**config.mk**
```make
export PLATFORM = sky130hd
export DESIGN_NAME = lrc_top
export DESIGN_NICKNAME = d
export VERILOG_FILES = /design/src/pkg/lrc_pkg.sv /design/src/design/lrc_decode.sv /design/src/design/lrc_top.sv
export SDC_FILE = /design/constraint.sdc
export NUM_CORES = 1
export LEC_CHECK = 0
export BUFFER_PORTS_ARGS = -buffer_cell sky130_fd_sc_hd__buf_4
export CAP_MARGIN = 40
export CELL_PAD_IN_SITES_DETAIL_PLACEMENT = 0
export CELL_PAD_IN_SITES_GLOBAL_PLACEMENT = 1
export CORE_ASPECT_RATIO = 1.1
export CORE_UTILIZATION = 39
export DETAILED_ROUTE_END_ITERATION = 6
export GPL_ROUTABILITY_DRIVEN = 0
export PLACE_DENSITY_LB_ADDON = 0.05
export SLEW_MARGIN = 30
export SYNTH_ARGS = -nofsm -noshare
export SYNTH_HDL_FRONTEND = slang
export SYNTH_SLANG_ARGS = --single-unit
```
**constraint.sdc**
```tcl
create_clock -name clk_sys -period 1.6 [get_ports clk_sys]
set_input_delay 0.16 -clock clk_sys [delete_from_list [all_inputs] [get_ports clk_sys]]
set_output_delay 0.16 -clock clk_sys [all_outputs]
set_load 0.05 [all_outputs]
```
**src/pkg/lrc_pkg.sv**
```systemverilog
// lrc_pkg: register map, field positions, reset values and carriers
// for the ladder reference control block.
// assumes: single 10 MHz system clock, plain register port.
package lrc_pkg;

	// ----------------------------------------------------------------
	// register map
	// ----------------------------------------------------------------
	localparam logic [1:0] ADDR_CTRL0 = 2'h0;
	localparam logic [1:0] ADDR_CTRL1 = 2'h1;

	// ----------------------------------------------------------------
	// control register 0 field positions
	// ----------------------------------------------------------------
	localparam int BIT_EN   = 7;
	localparam int BIT_LPS  = 6;
	localparam int BIT_OE   = 5;
	localparam int BIT_PSS0 = 2;
	localparam int BIT_PSS1 = 3;
	localparam int BIT_NSS  = 0;

	localparam logic [7:0] CTRL0_MASK  = 8'hed;
	localparam logic [7:0] CTRL1_MASK  = 8'h1f;
	localparam logic [7:0] CTRL0_RESET = 8'h00;
	localparam logic [4:0] LEVEL_RESET = 5'h00;
	localparam logic [4:0] LEVEL_MAX   = 5'h1f;
	localparam logic [4:0] LEVEL_MIN   = 5'h00;

	// ----------------------------------------------------------------
	// source encodings
	// ----------------------------------------------------------------
	localparam logic [1:0] PSS_SUPPLY = 2'h0;
	localparam logic [1:0] PSS_REFPIN = 2'h1;
	localparam logic [1:0] PSS_FIXED  = 2'h2;
	localparam logic [1:0] PSS_RSVD   = 2'h3;

	// ----------------------------------------------------------------
	// carriers
	// ----------------------------------------------------------------
	typedef enum logic [1:0] {
		LRC_OFF,
		LRC_LADDER,
		LRC_CLAMP_POS,
		LRC_CLAMP_NEG
	} lrc_mode_e;

	typedef struct packed {
		logic       conv_enable;
		logic       low_power_source_sel;
		logic       ref_pin_output_en;
		logic [1:0] pos_source_sel;
		logic       neg_source_sel;
	} lrc_ctrl0_s;

	// analogue switch controls toward the ladder
	typedef struct packed {
		logic       top_connect;
		logic       bottom_connect;
		logic [2:0] pos_src_onehot;
		logic       neg_src_refpin;
		logic [4:0] tap;
		logic       bypass_pos;
		logic       bypass_neg;
	} lrc_analog_s;

endpackage : lrc_pkg

```
**src/design/lrc_decode.sv**
```systemverilog
// lrc_decode: turns the control fields about to be stored into ladder switch settings.
// assumes: purely combinational, fed from the next control state before it is registered.
`timescale 1ns/1ps
module lrc_decode (
	// control fields
	input  wire lrc_pkg::lrc_ctrl0_s  ctrl,
	input  wire logic [4:0]           level,
	// switch settings
	output lrc_pkg::lrc_analog_s      ana,
	output lrc_pkg::lrc_mode_e        mode
);

	always_comb begin
		ana = '0;
		mode = lrc_pkg::LRC_OFF;
		// source selection is applied whatever the mode
		unique case (ctrl.pos_source_sel)
			lrc_pkg::PSS_SUPPLY: ana.pos_src_onehot = 3'h1;
			lrc_pkg::PSS_REFPIN: ana.pos_src_onehot = 3'h2;
			lrc_pkg::PSS_FIXED:  ana.pos_src_onehot = 3'h4;
			lrc_pkg::PSS_RSVD:   ana.pos_src_onehot = 3'h0;
		endcase
		ana.neg_src_refpin = ctrl.neg_source_sel;
		// one ladder end is opened for low power
		ana.top_connect    = !ctrl.conv_enable ? ctrl.low_power_source_sel : 1'b1;
		ana.bottom_connect = !ctrl.conv_enable ? !ctrl.low_power_source_sel : 1'b1;
		if (ctrl.conv_enable) begin
			mode    = lrc_pkg::LRC_LADDER;
			ana.tap = level;
		end else if (ctrl.low_power_source_sel && level == lrc_pkg::LEVEL_MAX) begin
			mode           = lrc_pkg::LRC_CLAMP_POS;
			ana.bypass_pos = 1'b1;
			ana.tap        = level;
		end else if (!ctrl.low_power_source_sel && level == lrc_pkg::LEVEL_MIN) begin
			mode           = lrc_pkg::LRC_CLAMP_NEG;
			ana.bypass_neg = 1'b1;
		end
		if (ctrl.low_power_source_sel) begin
			ana.bottom_connect = ctrl.conv_enable ? 1'b1 : 1'b0;
		end
	end

endmodule : lrc_decode

```
**src/design/lrc_top.sv**
```systemverilog
// lrc_top: ladder reference control with two control registers,
// switch decode and pin override.
// assumes: register port strobes are one cycle long and never overlap;
// the pin pad takes output enable active low and an input-detector enable.
//
// Strobed register access and the placing of the registers were decided locally.
`timescale 1ns/1ps

// Operation
// - the enable bit turns the ladder on; cleared keeps it off
// - five-bit level picks one of 32 taps between the two sources
// - ladder ends tie to selected sources so output tracks them
// - disabled, low-power set, level all ones: positive source passes through
// - disabled, low-power clear, level all zeros: negative source passes through
// - disabled, low-power select set opens the negative ladder end
// - disabled, low-power select clear opens the positive ladder end
// - reference reaches the output pin only while pin enable is one
// - pin enable forces digital driver off and input detector off
// - port reads of that pin return zero while it carries the reference
// - positive source: 00 supply, 01 reference pin, 10 fixed_ref buffer 2
// - negative source bit: set picks reference pin, clear picks ground
// - waking from sleep leaves control register 0 unchanged
// - reset disables converter, removes pin output, clears level field
module lrc_top (
	// clock and reset
	input  wire  logic                  clk_sys,
	input  wire  logic                  arst_n,
	// register port
	input  wire  logic [1:0]            reg_addr,
	input  wire  logic [7:0]            reg_wdata,
	input  wire  logic                  reg_wr,
	input  wire  logic                  reg_rd,
	output logic [7:0]                  reg_rdata,
	// power state
	input  wire  logic                  sleep_wake,
	// pin
	input  wire  logic                  pin_digital_in,
	input  wire  logic                  port_drive_en_n,
	output logic                        ref_output_pin_route,
	output logic                        pin_oe_n,
	output logic                        pin_in_detect_en,
	output logic                        pin_read_value,
	// ladder switches
	output lrc_pkg::lrc_analog_s        ana,
	output lrc_pkg::lrc_mode_e          mode
);

	// ----------------------------------------------------------------
	// state
	// ----------------------------------------------------------------
	typedef struct packed {
		lrc_pkg::lrc_ctrl0_s  ctrl0;
		logic [4:0]           level;
		logic [7:0]           rdata;
		logic                 route;
		logic                 oe_n;
		logic                 det_en;
		logic                 pin_rd;
		lrc_pkg::lrc_analog_s ana;
		lrc_pkg::lrc_mode_e   mode;
	} lrc_state_s;

	lrc_state_s           st;
	lrc_state_s           next_st;
	lrc_pkg::lrc_analog_s dec_ana;
	lrc_pkg::lrc_mode_e   dec_mode;
	lrc_pkg::lrc_ctrl0_s  next_ctrl0;
	logic [4:0]           next_level;

	// ----------------------------------------------------------------
	// register writes
	// ----------------------------------------------------------------
	always_comb begin
		next_ctrl0 = st.ctrl0;
		next_level = st.level;
		// sleep_wake is deliberately unused here: wake never touches state
		if (reg_wr && reg_addr == lrc_pkg::ADDR_CTRL0) begin
			next_ctrl0.conv_enable          = reg_wdata[lrc_pkg::BIT_EN];
			next_ctrl0.low_power_source_sel = reg_wdata[lrc_pkg::BIT_LPS];
			next_ctrl0.ref_pin_output_en    = reg_wdata[lrc_pkg::BIT_OE];
			next_ctrl0.pos_source_sel       = {reg_wdata[lrc_pkg::BIT_PSS1],
			                                   reg_wdata[lrc_pkg::BIT_PSS0]};
			next_ctrl0.neg_source_sel       = reg_wdata[lrc_pkg::BIT_NSS];
		end
		if (reg_wr && reg_addr == lrc_pkg::ADDR_CTRL1) begin
			next_level = reg_wdata[4:0];
		end
	end

	// ----------------------------------------------------------------
	// decode of the new settings
	// ----------------------------------------------------------------
	lrc_decode u_decode (
		.ctrl  (next_ctrl0),
		.level (next_level),
		.ana   (dec_ana),
		.mode  (dec_mode)
	);

	// ----------------------------------------------------------------
	// next state
	// ----------------------------------------------------------------
	always_comb begin
		next_st       = st;
		next_st.ctrl0 = next_ctrl0;
		next_st.level = next_level;
		next_st.ana   = dec_ana;
		next_st.mode  = dec_mode;
		next_st.rdata = 8'h00;
		if (reg_rd) begin
			unique case (reg_addr)
				lrc_pkg::ADDR_CTRL0: begin
					next_st.rdata = {st.ctrl0.conv_enable,
					                 st.ctrl0.low_power_source_sel,
					                 st.ctrl0.ref_pin_output_en,
					                 1'b0,
					                 st.ctrl0.pos_source_sel,
					                 1'b0,
					                 st.ctrl0.neg_source_sel} & lrc_pkg::CTRL0_MASK;
				end
				lrc_pkg::ADDR_CTRL1: begin
					next_st.rdata = {3'h0, st.level} & lrc_pkg::CTRL1_MASK;
				end
				default: begin
					next_st.rdata = 8'h00;
				end
			endcase
		end
		// pin override follows the pin enable
		next_st.route  = next_ctrl0.ref_pin_output_en;
		next_st.oe_n   = next_ctrl0.ref_pin_output_en ? 1'b1 : port_drive_en_n;
		next_st.det_en = !next_ctrl0.ref_pin_output_en;
		next_st.pin_rd = next_ctrl0.ref_pin_output_en ? 1'b0 : pin_digital_in;
	end

	// ----------------------------------------------------------------
	// state register
	// ----------------------------------------------------------------
	always_ff @(posedge clk_sys or negedge arst_n) begin
		if (!arst_n) begin
			st        <= '0;
			st.oe_n   <= 1'b1;
			st.det_en <= 1'b1;
			st.mode   <= lrc_pkg::LRC_OFF;
		end else begin
			st <= next_st;
		end
	end

	// ----------------------------------------------------------------
	// outputs
	// ----------------------------------------------------------------
	assign reg_rdata            = st.rdata;
	assign ref_output_pin_route = st.route;
	assign pin_oe_n             = st.oe_n;
	assign pin_in_detect_en     = st.det_en;
	assign pin_read_value       = st.pin_rd;
	assign ana                  = st.ana;
	assign mode                 = st.mode;

endmodule : lrc_top

```
Word level (Yosys, flattened, before mapping)
Cells that the tools add are included.
- flip-flop bits (word level): 36
- input bits: 17
- output and inout port bits: 27
- logic and storage cells: 50
- eq/ne operators: 5
- mux-type cells: 19
- reduce and logical (&&, ||, !) cells: 9
- operator list (operator ; count):
    one-hot mux 8 bit (2 select lines) ; 1
    2-to-1 mux 6 bit ; 2
    one-hot mux 3 bit (4 select lines) ; 1
    2-to-1 mux 5 bit ; 2
    2-to-1 mux 1 bit ; 8
    2-to-1 mux 2 bit ; 4
    2-to-1 mux 8 bit ; 1
    equality test 5 bit (second input constant) ; 1
    logical NOT 5 bit ; 1
    equality test 2 x 1 -> 1 bit (second input constant) ; 2
    equality test 2 bit (second input constant) ; 2
    logical AND 1 bit ; 4
    logical NOT 2 bit ; 2
    logical NOT 1 bit ; 2

Depth between registers and ports, before layout
Gate-level depths: netlist (run 1).
- word-level depth: 8
- gate-level depth with buffers: 6
- mapped depth without buffers: 5

Hierarchy
From an unflattened synthesis (run 1), not the netlist that was laid out.
- cell total of the unflattened synthesis: 117
- area, all modules: 1534.0 um2
- modules (own cells, without submodules) (module ; instances ; cells an instance ; area an instance (um2) ; sequential area each (um2)):
    lrc_top ; 1 ; 94 ; 1391.3 ; 928.4
    lrc_decode ; 1 ; 23 ; 142.6 ; 0.0

Least setup slack after synthesis (run 1)
No wires, ideal clock.
- kind: input-to-reg
- start: input reg_addr[0]
- end: register, netlist name mode[1]
- setup time: 126 ps
- arrival: 1228 ps
- setup slack: 247 ps
- stages: 6
- cells stage by stage: buf_6 nor3b_4 mux2i_1 clkinv_2 o21ai_4 a21oi_2
- RTL lines (element ; RTL line ; RTL):
    start, declared ; lrc_top.sv:29 ; input wire logic [1:0] reg_addr,

Worst setup path in the final report (run 1)
- start: register st[29] in the netlist's numbering
- end: register, netlist name mode[1]
- longest elaborated chain between the ends: 6
- elaborated cells between the ends (all ways): 8
- those cells by class: 1 x eq/ne; 4 x mux; 3 x reduce/logical
- ends and longest elaborated chain (element ; RTL line ; RTL):
    start, declared ; lrc_top.sv:63 ; lrc_state_s st;
    start signal, assigned ; lrc_top.sv:146 ; st <= next_st;
    2-to-1 mux 5 bit * ; lrc_top.sv:85 ; if (reg_wr && reg_addr == lrc_pkg::ADDR_CTRL1) begin
    logical NOT 5 bit ; lrc_decode.sv:34 ; end else if (!ctrl.low_power_source_sel && level == lrc_pkg::LEVEL_MIN) begin
    logical AND 1 bit ; lrc_decode.sv:34 ;
    2-to-1 mux 2 bit ; lrc_decode.sv:34 ;
    2-to-1 mux 2 bit * ; lrc_decode.sv:30 ; end else if (ctrl.low_power_source_sel && level == lrc_pkg::LEVEL_MAX) begin
    2-to-1 mux 2 bit * ; lrc_decode.sv:27 ; if (ctrl.conv_enable) begin
    via dec_mode[1] ; lrc_top.sv:66 ; lrc_pkg::lrc_mode_e dec_mode;
The timed path passes the listed nets; every way through them passes the cells marked *.
A chain may end at the register's enable or synchronous reset.

==> results.md, run 1 <==
- Status: finished clean
- Number of hold buffers added after CTS: 1
- Fin. max-slew vios: 0
- Global Route Usage Sum: 0.1477
- Actual slew at the worst max-slew pin: 0.4426 ns
- Max Cap Viol: 0
- Clk_skew: 0.004414 ns
- Detail Placement HPWL: 1927 um
- Initial drt markers: 17
- Setup_tns: 0 ns
- Final hold vios: 0
- Die height: 67.62 um
- Lkg Pwr: 0.9309 nW
- Largest net degree at the start of global routing: 37
- Synth Area per Inst: 12.11 sq um
- Worst setup EP type: flop
- PortBufs: 42
- Final std cells w/o fill: 205
- Routed Antenna Nets: 0
- Setup bufs post-CTS: 0
- Initial Util: 0.4144
- Vias in the first global route: 951
- WP data arrival: 1.66 ns
- TritonRoute pass-1 iters: 3
- Placed cells: 197
- CP Launch Type: flop
- Core Area: 3684 sq um
- Clk buf depth: 2
- First-pass GRT wire length: 4291 um
- I/O pin total: 44
- CTS resizes: 0
- P_int: 1.567 mW
- Flop pwr share: 0.461
- RSZ-0062 raised after global routing: no
- Crit share post-route: 0.8998
- Critical Path Fanout Max: 4
- Synth warn: 0
- Max_slew headroom: 0.7049
- Library cells used by synthesis: 28
- P_sw: 0.8355 mW
- Sw Share: 0.3478
- TritonCTS clock tree: yes
- Die width: 61.65 um
- Slowest-stage cell, CP: or4_1
- Met2 usage: 0.2392
- Commonest non-fill, non-tap cell in the layout: buf_4
- CTS root buf: clkbuf_8
- Wirelength, routed: 2563 um
- Via count: 936
- Share of post-route cells with drive strength above 1: 0.4258
- Max stage delay on crit path: 0.52 ns
- Clock Power Share: 0.244
- Htree depth: 2
- Hold WC Path Type: in -> reg
- Period minus WS final: 1.440 ns
- GRT met3 Usage: 0.05939
- Post-route cell area: 1831 sq um
- Syn nets: 143
- Row count: 23
- Total die area: 4168 sq um
- Drt wl/cell: 12.50 um
- Cell area after synthesis: 1526 sq um
- Peak supply drop: 0.5806 mV
- Peak Freq: 694.6 MHz
- Worst path cell trace: or4_1, nor3_1, o21ai_1, a21oi_2
- Met1 usage: 0.1691
- Final setup vio count: 0
- Global routing's busiest layer: met2
- Antenna cells: 0
- Antenna violations before repair: 0
- Final #Nets: 172
- Placement Cell Area: 1743 sq um
- Area grow syn2layout: 19.92%
- Required time of the critical path: 1.82 ns
- Clock transition at path regs: 0.07 ns
- Worst Path Class, Setup: reg -> reg
- CTS Buf Count: 5
- DRC: 0
- PD cells: 1312 nW/um^2
- Sink Count: 36
- Commonest non-fill, non-tap cells in the layout: 45 x buf_4, 34 x dfrtp_1, 12 x nand2_1
- Clk Latency, worst-skew pair: 0.28 ns
- Flops & latches, synth: 36
- Crit path max-delay family: simple AND/OR/NAND/NOR gates
- WP buf/inv: 0
- Seq/Total Area, Yosys: 0.5918
- Min Hold Slack: 0.07173 ns
- Gr ovfl total: 0
- Combinational power share: 0.295
- Vias per cell: 4.566
- Final core utilization: 0.4969
- Post-Synthesis Cells: 126
-- flip-flops by register name, indices dropped and copies added, names as in the netlist --
| register | flops |
|---|---|
| pin_oe_n | 1 |
| ana | 13 |
| pin_in_detect_en | 1 |
| pin_read_value | 1 |
| ref_output_pin_route | 1 |
| mode | 2 |
| st | 9 |
| reg_rdata | 8 |
-- path summary, 6_finish.rpt --
kind | slack (ns) | start | cells after the start | endpoint
worst max-delay path | 0.16 | st[29]$_DFF_PN0_ | 4 | mode[1]$_DFF_PN0_
worst min-delay path | 0.07 | port_drive_en_n | 2 | pin_oe_n$_DFF_PN1_
worst max register to register | 0.16 | st[29]$_DFF_PN0_ | 4 | mode[1]$_DFF_PN0_
worst min register to register | 0.53 | ref_output_pin_route$_DFF_PN0_ | 1 | pin_in_detect_en$_DFF_PN1_
max in group asynchronous | 0.90 | arst_n | 2 | pin_oe_n$_DFF_PN1_
min in group asynchronous | 0.37 | arst_n | 2 | reg_rdata[6]$_DFF_PN0_
-- Yosys cell counts, drive strengths merged --
library cell | number | area share
mux2i | 6 | 0.039
nor2 | 9 | 0.022
nand4 | 2 | 0.0082
dfrtp | 34 | 0.56
nand3b | 1 | 0.0049
nand2b | 2 | 0.0082
nor3b | 2 | 0.017
and3b | 1 | 0.0057
mux2 | 7 | 0.052
inv | 3 | 0.0074
o21ai | 4 | 0.023
a21boi | 1 | 0.0049
nor3 | 3 | 0.0098
and3 | 5 | 0.020
nor2b | 3 | 0.012
buf | 24 | 0.12
or4 | 2 | 0.0098
a21oi | 1 | 0.0057
dfstp | 2 | 0.034
nand2 | 12 | 0.030
and2 | 1 | 0.0041
clkinv | 1 | 0.0033
-- area by class of cell --
cell class	instances	area [sq um]
sequential	36	903.4
inverter	4	16.27
fill	367	1853
timing repair buffer	46	347.8
clock inverter	1	5.005
tap	50	62.56
multi-input combinational	62	422.9
clock buffer	6	72.57
-- logic make-up after synthesis --
kind of cell,count (synthesis),share of synthesized area
AOI/OAI and AO/OA,6,0.03361
buffers and inverters,28,0.1311
and+or+nand+nor,43,0.1525
muxes,13,0.09099
DFF,36,0.5918
-- per-layer routing --
layer / up-vias / part of all wire
met4: 0 / 0.019
met5: - / 0
met3: 6 / 0.064
met1: 452 / 0.41
li1: 449 / -
met2: 29 / 0.50
-- power groups by stage --
| stage | registers (mW) | logic, mW | clock network [mW] |
|---|---|---|---|
| after floorplan | 1.16 | 0.531 | 0 |
| after global placement | 1.12 | 0.712 | 0 |
| after detailed placement | 1.13 | 0.715 | 0 |
| after CTS | 1.11 | 0.718 | 0.613 |
| after global routing | 1.12 | 0.760 | 0.646 |
| final | 1.11 | 0.708 | 0.586 |
-- stage by stage --
stage / power (mW) / setup WS (ns)
after floorplan: 1.693 / 0.2465
after global placement: 1.834 / 0.1533
after detailed placement: 1.842 / 0.1516
after CTS: 2.440 / 0.1619
after global routing: 2.531 / 0.07916
final: 2.402 / 0.1603
No activity file was read; power rests on OpenSTA's default activity.
==> run 2, diff against run 1 <==
--- a/config.mk
+++ b/config.mk
@@ -5,12 +5,12 @@
 export SDC_FILE = /design/constraint.sdc
 export NUM_CORES = 1
 export LEC_CHECK = 0
+export ABC_AREA = 1
 export BUFFER_PORTS_ARGS = -buffer_cell sky130_fd_sc_hd__buf_4
-export CAP_MARGIN = 40
 export CELL_PAD_IN_SITES_DETAIL_PLACEMENT = 0
 export CELL_PAD_IN_SITES_GLOBAL_PLACEMENT = 1
 export CORE_ASPECT_RATIO = 1.1
-export CORE_UTILIZATION = 39
+export CORE_UTILIZATION = 38
 export DETAILED_ROUTE_END_ITERATION = 6
 export GPL_ROUTABILITY_DRIVEN = 0
 export PLACE_DENSITY_LB_ADDON = 0.05
==> results.md, run 2 <==
- Gr ovfl total: 0 (unchanged)
- Die height: 70.62 um (+4.4%)
- Setup_tns: 0 ns (unchanged)
- Synth warn: 0 (unchanged)
- Synth area leaders: dfrtp_1 52%, buf_4 11%, nand2_1 10%
- CTS root buf: clkbuf_8
- Final #Nets: 218 (+27%)
- Flop-to-flop setup slack: 0.48 ns (+0.32 ns)
- Tot Pwr: 2.376 mW (-1.1%)
- Hold Crit Depth: 2 (unchanged)
- Total of fill cells in the finished design: 401 (+9.3%)
- P_int: 1.563 mW (-0.20%)
- Post-synth EDFFs: 0 (unchanged)
- Most frequent cell after synthesis: nand2_1
- Ys async rst share: 1.000 (unchanged)
- Flops & latches, synth: 36 (unchanged)
- Initial drt markers: 29 (+12)
- Crit share post-route: 0.7102 (-0.1897)
- Area grow syn2layout: 17.69%
- Library cells used by synthesis: 20 (-29%)
- Final setup vio count: 0 (unchanged)
- Vias per cell: 4.319 (-5.4%)
- Commonest cells in the netlist: 44 x nand2_1, 34 x dfrtp_1, 24 x buf_4
- Clock transition at path regs: 0.06 ns (about the same)
- Worst Path Class, Setup: reg -> out
- Wirelength, routed: 2795 um (+9.1%)
- Yosys top cell by area: dfrtp_1
- Ys flop type: dfrtp_1
- Critical Path Fanout Max: 1 (-3)
- First-pass GRT wire length: 4616 um (+7.6%)
- Actual slew at the worst max-slew pin: 0.4335 ns (-0.009113 ns)
- CP Launch Type: flop
- TritonRoute pass-1 iters: 4 (+1)
- Via count: 1097 (+17%)
- Crit path max-delay family: flip-flops
- Cell count of the worst reg-to-reg path: 6 (+2)
- Max stage delay on crit path: 0.52 ns (about the same)
- Hold WC Path Type: in -> reg
- Routed Antenna Nets: 0 (unchanged)
- Share of post-route cells with drive strength above 1: 0.3416 (-0.08422)
- Synth Area per Inst: 9.242 sq um (-24%)
- Worst path cell trace: buf_4
- Peak supply drop: 0.6183 mV (+6.5%)
- Max Cap Viol: 0 (unchanged)
- TritonCTS clock tree: yes
- Setup bufs post-CTS: 0 (unchanged)
- Combinational power share: 0.287 (-0.008)
- Total die area: 4547 sq um (+9.1%)
- Initial Util: 0.4042 (-0.01017)
- Slowest-stage cell, CP: dfstp_2
- Period minus WS final: 1.136 ns (-0.3034 ns)
- Detail Placement HPWL: 2124 um (+10%)
- CTS Buf Count: 5 (unchanged)
- Fin. max-slew vios: 0 (unchanged)
- Peak Freq: 880.1 MHz (+27%)
- DRC: 0 (unchanged)
- WP data arrival: 0.98 ns (-0.68 ns)
- P_sw: 0.8122 mW (-2.8%)
- Clk buf depth: 2 (unchanged)
- Worst setup EP type: output port
- Final hold vios: 0 (unchanged)
- Status: finished clean
- Clock Power Share: 0.268 (+0.024)
- Flop pwr share: 0.445 (-0.016)
- Sw Share: 0.3419 (-0.005946)
- Max reg flops: 13 (unchanged)
- PD cells: 1241 nW/um^2 (-5.4%)
- Largest net degree at the start of global routing: 37 (unchanged)
- Antenna violations before repair: 0 (unchanged)
- WP buf/inv: 1 (+1)
- I/O pin total: 44 (unchanged)
- Vias in the first global route: 1013 (+6.5%)
- RSZ-0062 raised after global routing: no
- Commonest non-fill, non-tap cell in the layout: nand2_1
- Sink Count: 36 (unchanged)
- Cell area after synthesis: 1627 sq um (+6.6%)
- Syn nets: 193 (+35%)
- Lkg Pwr: 1.071 nW (+15%)
- Seq/Total Area, Yosys: 0.5554 (-0.03642)
- Htree depth: 2 (unchanged)
- PortBufs: 42 (unchanged)
- Row count: 24 (+4.3%)
- Drt wl/cell: 11.00 um (-12%)
- Share of the synthesized area in the top cell type: 0.5231 (-0.03430)
- Commonest non-fill, non-tap cells in the layout: 44 x nand2_1, 43 x buf_4, 34 x dfrtp_1
- Required time of the critical path: 1.44 ns (-0.38 ns)
- Global Route Usage Sum: 0.1360 (-0.01171)
- Die width: 64.38 um (+4.4%)
- Core Area: 4024 sq um (+9.2%)
- Antenna cells: 0 (unchanged)
- Clk_skew: 0.002889 ns (-0.001525 ns)
- Max_slew headroom: 0.7110 (+0.006075)
- Total stage count of the critical path: 1 (-3)
- Post-Synthesis Cells: 176 (+40%)
- Clk Latency, worst-skew pair: 0.28 ns (about the same)
[run 2: cell types whose count changed in the layout (fill, tap and decap cells not counted), moves of 3 or more]
cell     change
nand2_1     +32
inv_1       +20
mux2_2       -7
mux2i_1      -6
nand3_1      +6
and3_1       -5
nor2_2       +5
inv_2        +4
nor2_1       +3
nor2b_1      -3
o21ai_1      +3
[run 2: what timing repair did]
action,CTS,global route
endpoints found under the hold margin,34,0
resized for setup,0,0
hold buffers,1,0
[run 2: stage by stage]
stage	hold WS [ns]	area (sq um)	worst slack, ns	std cells	util
after CTS	0.03219	1914	0.4502	254	0.4757
after floorplan	-0.1356	1627	0.4561	176	-
final	0.04052	1914	0.4637	254	0.4757
after global placement	0.1357	1812	0.2700	245	0.4502
after global routing	0.02396	1914	0.3438	254	0.4757
after detailed placement	0.1416	1812	0.2427	245	0.4502
[run 2: logic make-up (layout without fill, tap and decap cells)]
group	count (synthesis)	count (layout)	share of synthesized area
buffers and inverters	53	79	0.1869
and+or+nand+nor	77	77	0.2085
DFF	36	36	0.5554
AOI/OAI and AO/OA	10	10	0.04923
[run 2: path summary, 6_finish.rpt]
kind	endpoint	start
max	pin_oe_n	pin_oe_n$_DFF_PN1_
max in group asynchronous	pin_in_detect_en$_DFF_PN1_	arst_n
min reg2reg	reg_rdata[7]$_DFF_PN0_	st[37]$_DFF_PN0_
min in group asynchronous	st[34]$_DFF_PN0_	arst_n
min	pin_in_detect_en$_DFF_PN1_	reg_wdata[5]
max reg2reg	mode[1]$_DFF_PN0_	st[27]$_DFF_PN0_
[run 2: area by class of cell]
cell class,count,area [sq um],area share
clock inverters,2,10.01,0.005229
flip-flops and latches,36,903.4,0.4719
well taps,52,65.06,0.03399
repair buffers,44,332.8,0.1739
inverters,27,101.3,0.05294
multi-input cells,87,419.2,0.2190
clock buffers,6,82.58,0.04314
[run 2: power groups by stage]
stage | combinational [mW] | sequential (mW) | clock (mW)
after global placement | 0.683 | 1.07 | 0
after detailed placement | 0.687 | 1.08 | 0
after floorplan | 0.516 | 1.12 | 0
after global routing | 0.736 | 1.07 | 0.700
after CTS | 0.691 | 1.06 | 0.661
final | 0.682 | 1.06 | 0.636
[run 2: per-layer routing]
layer  wire length [um]  global-route usage  part of all wire  up-vias
met1               1225              0.1754              0.44      502
met5                  0                   0                 0        -
met4                 43             0.04444             0.015        0
li1                   -                   -                 -      559
met2               1365              0.2129              0.49       31
met3                161             0.04839             0.058        5
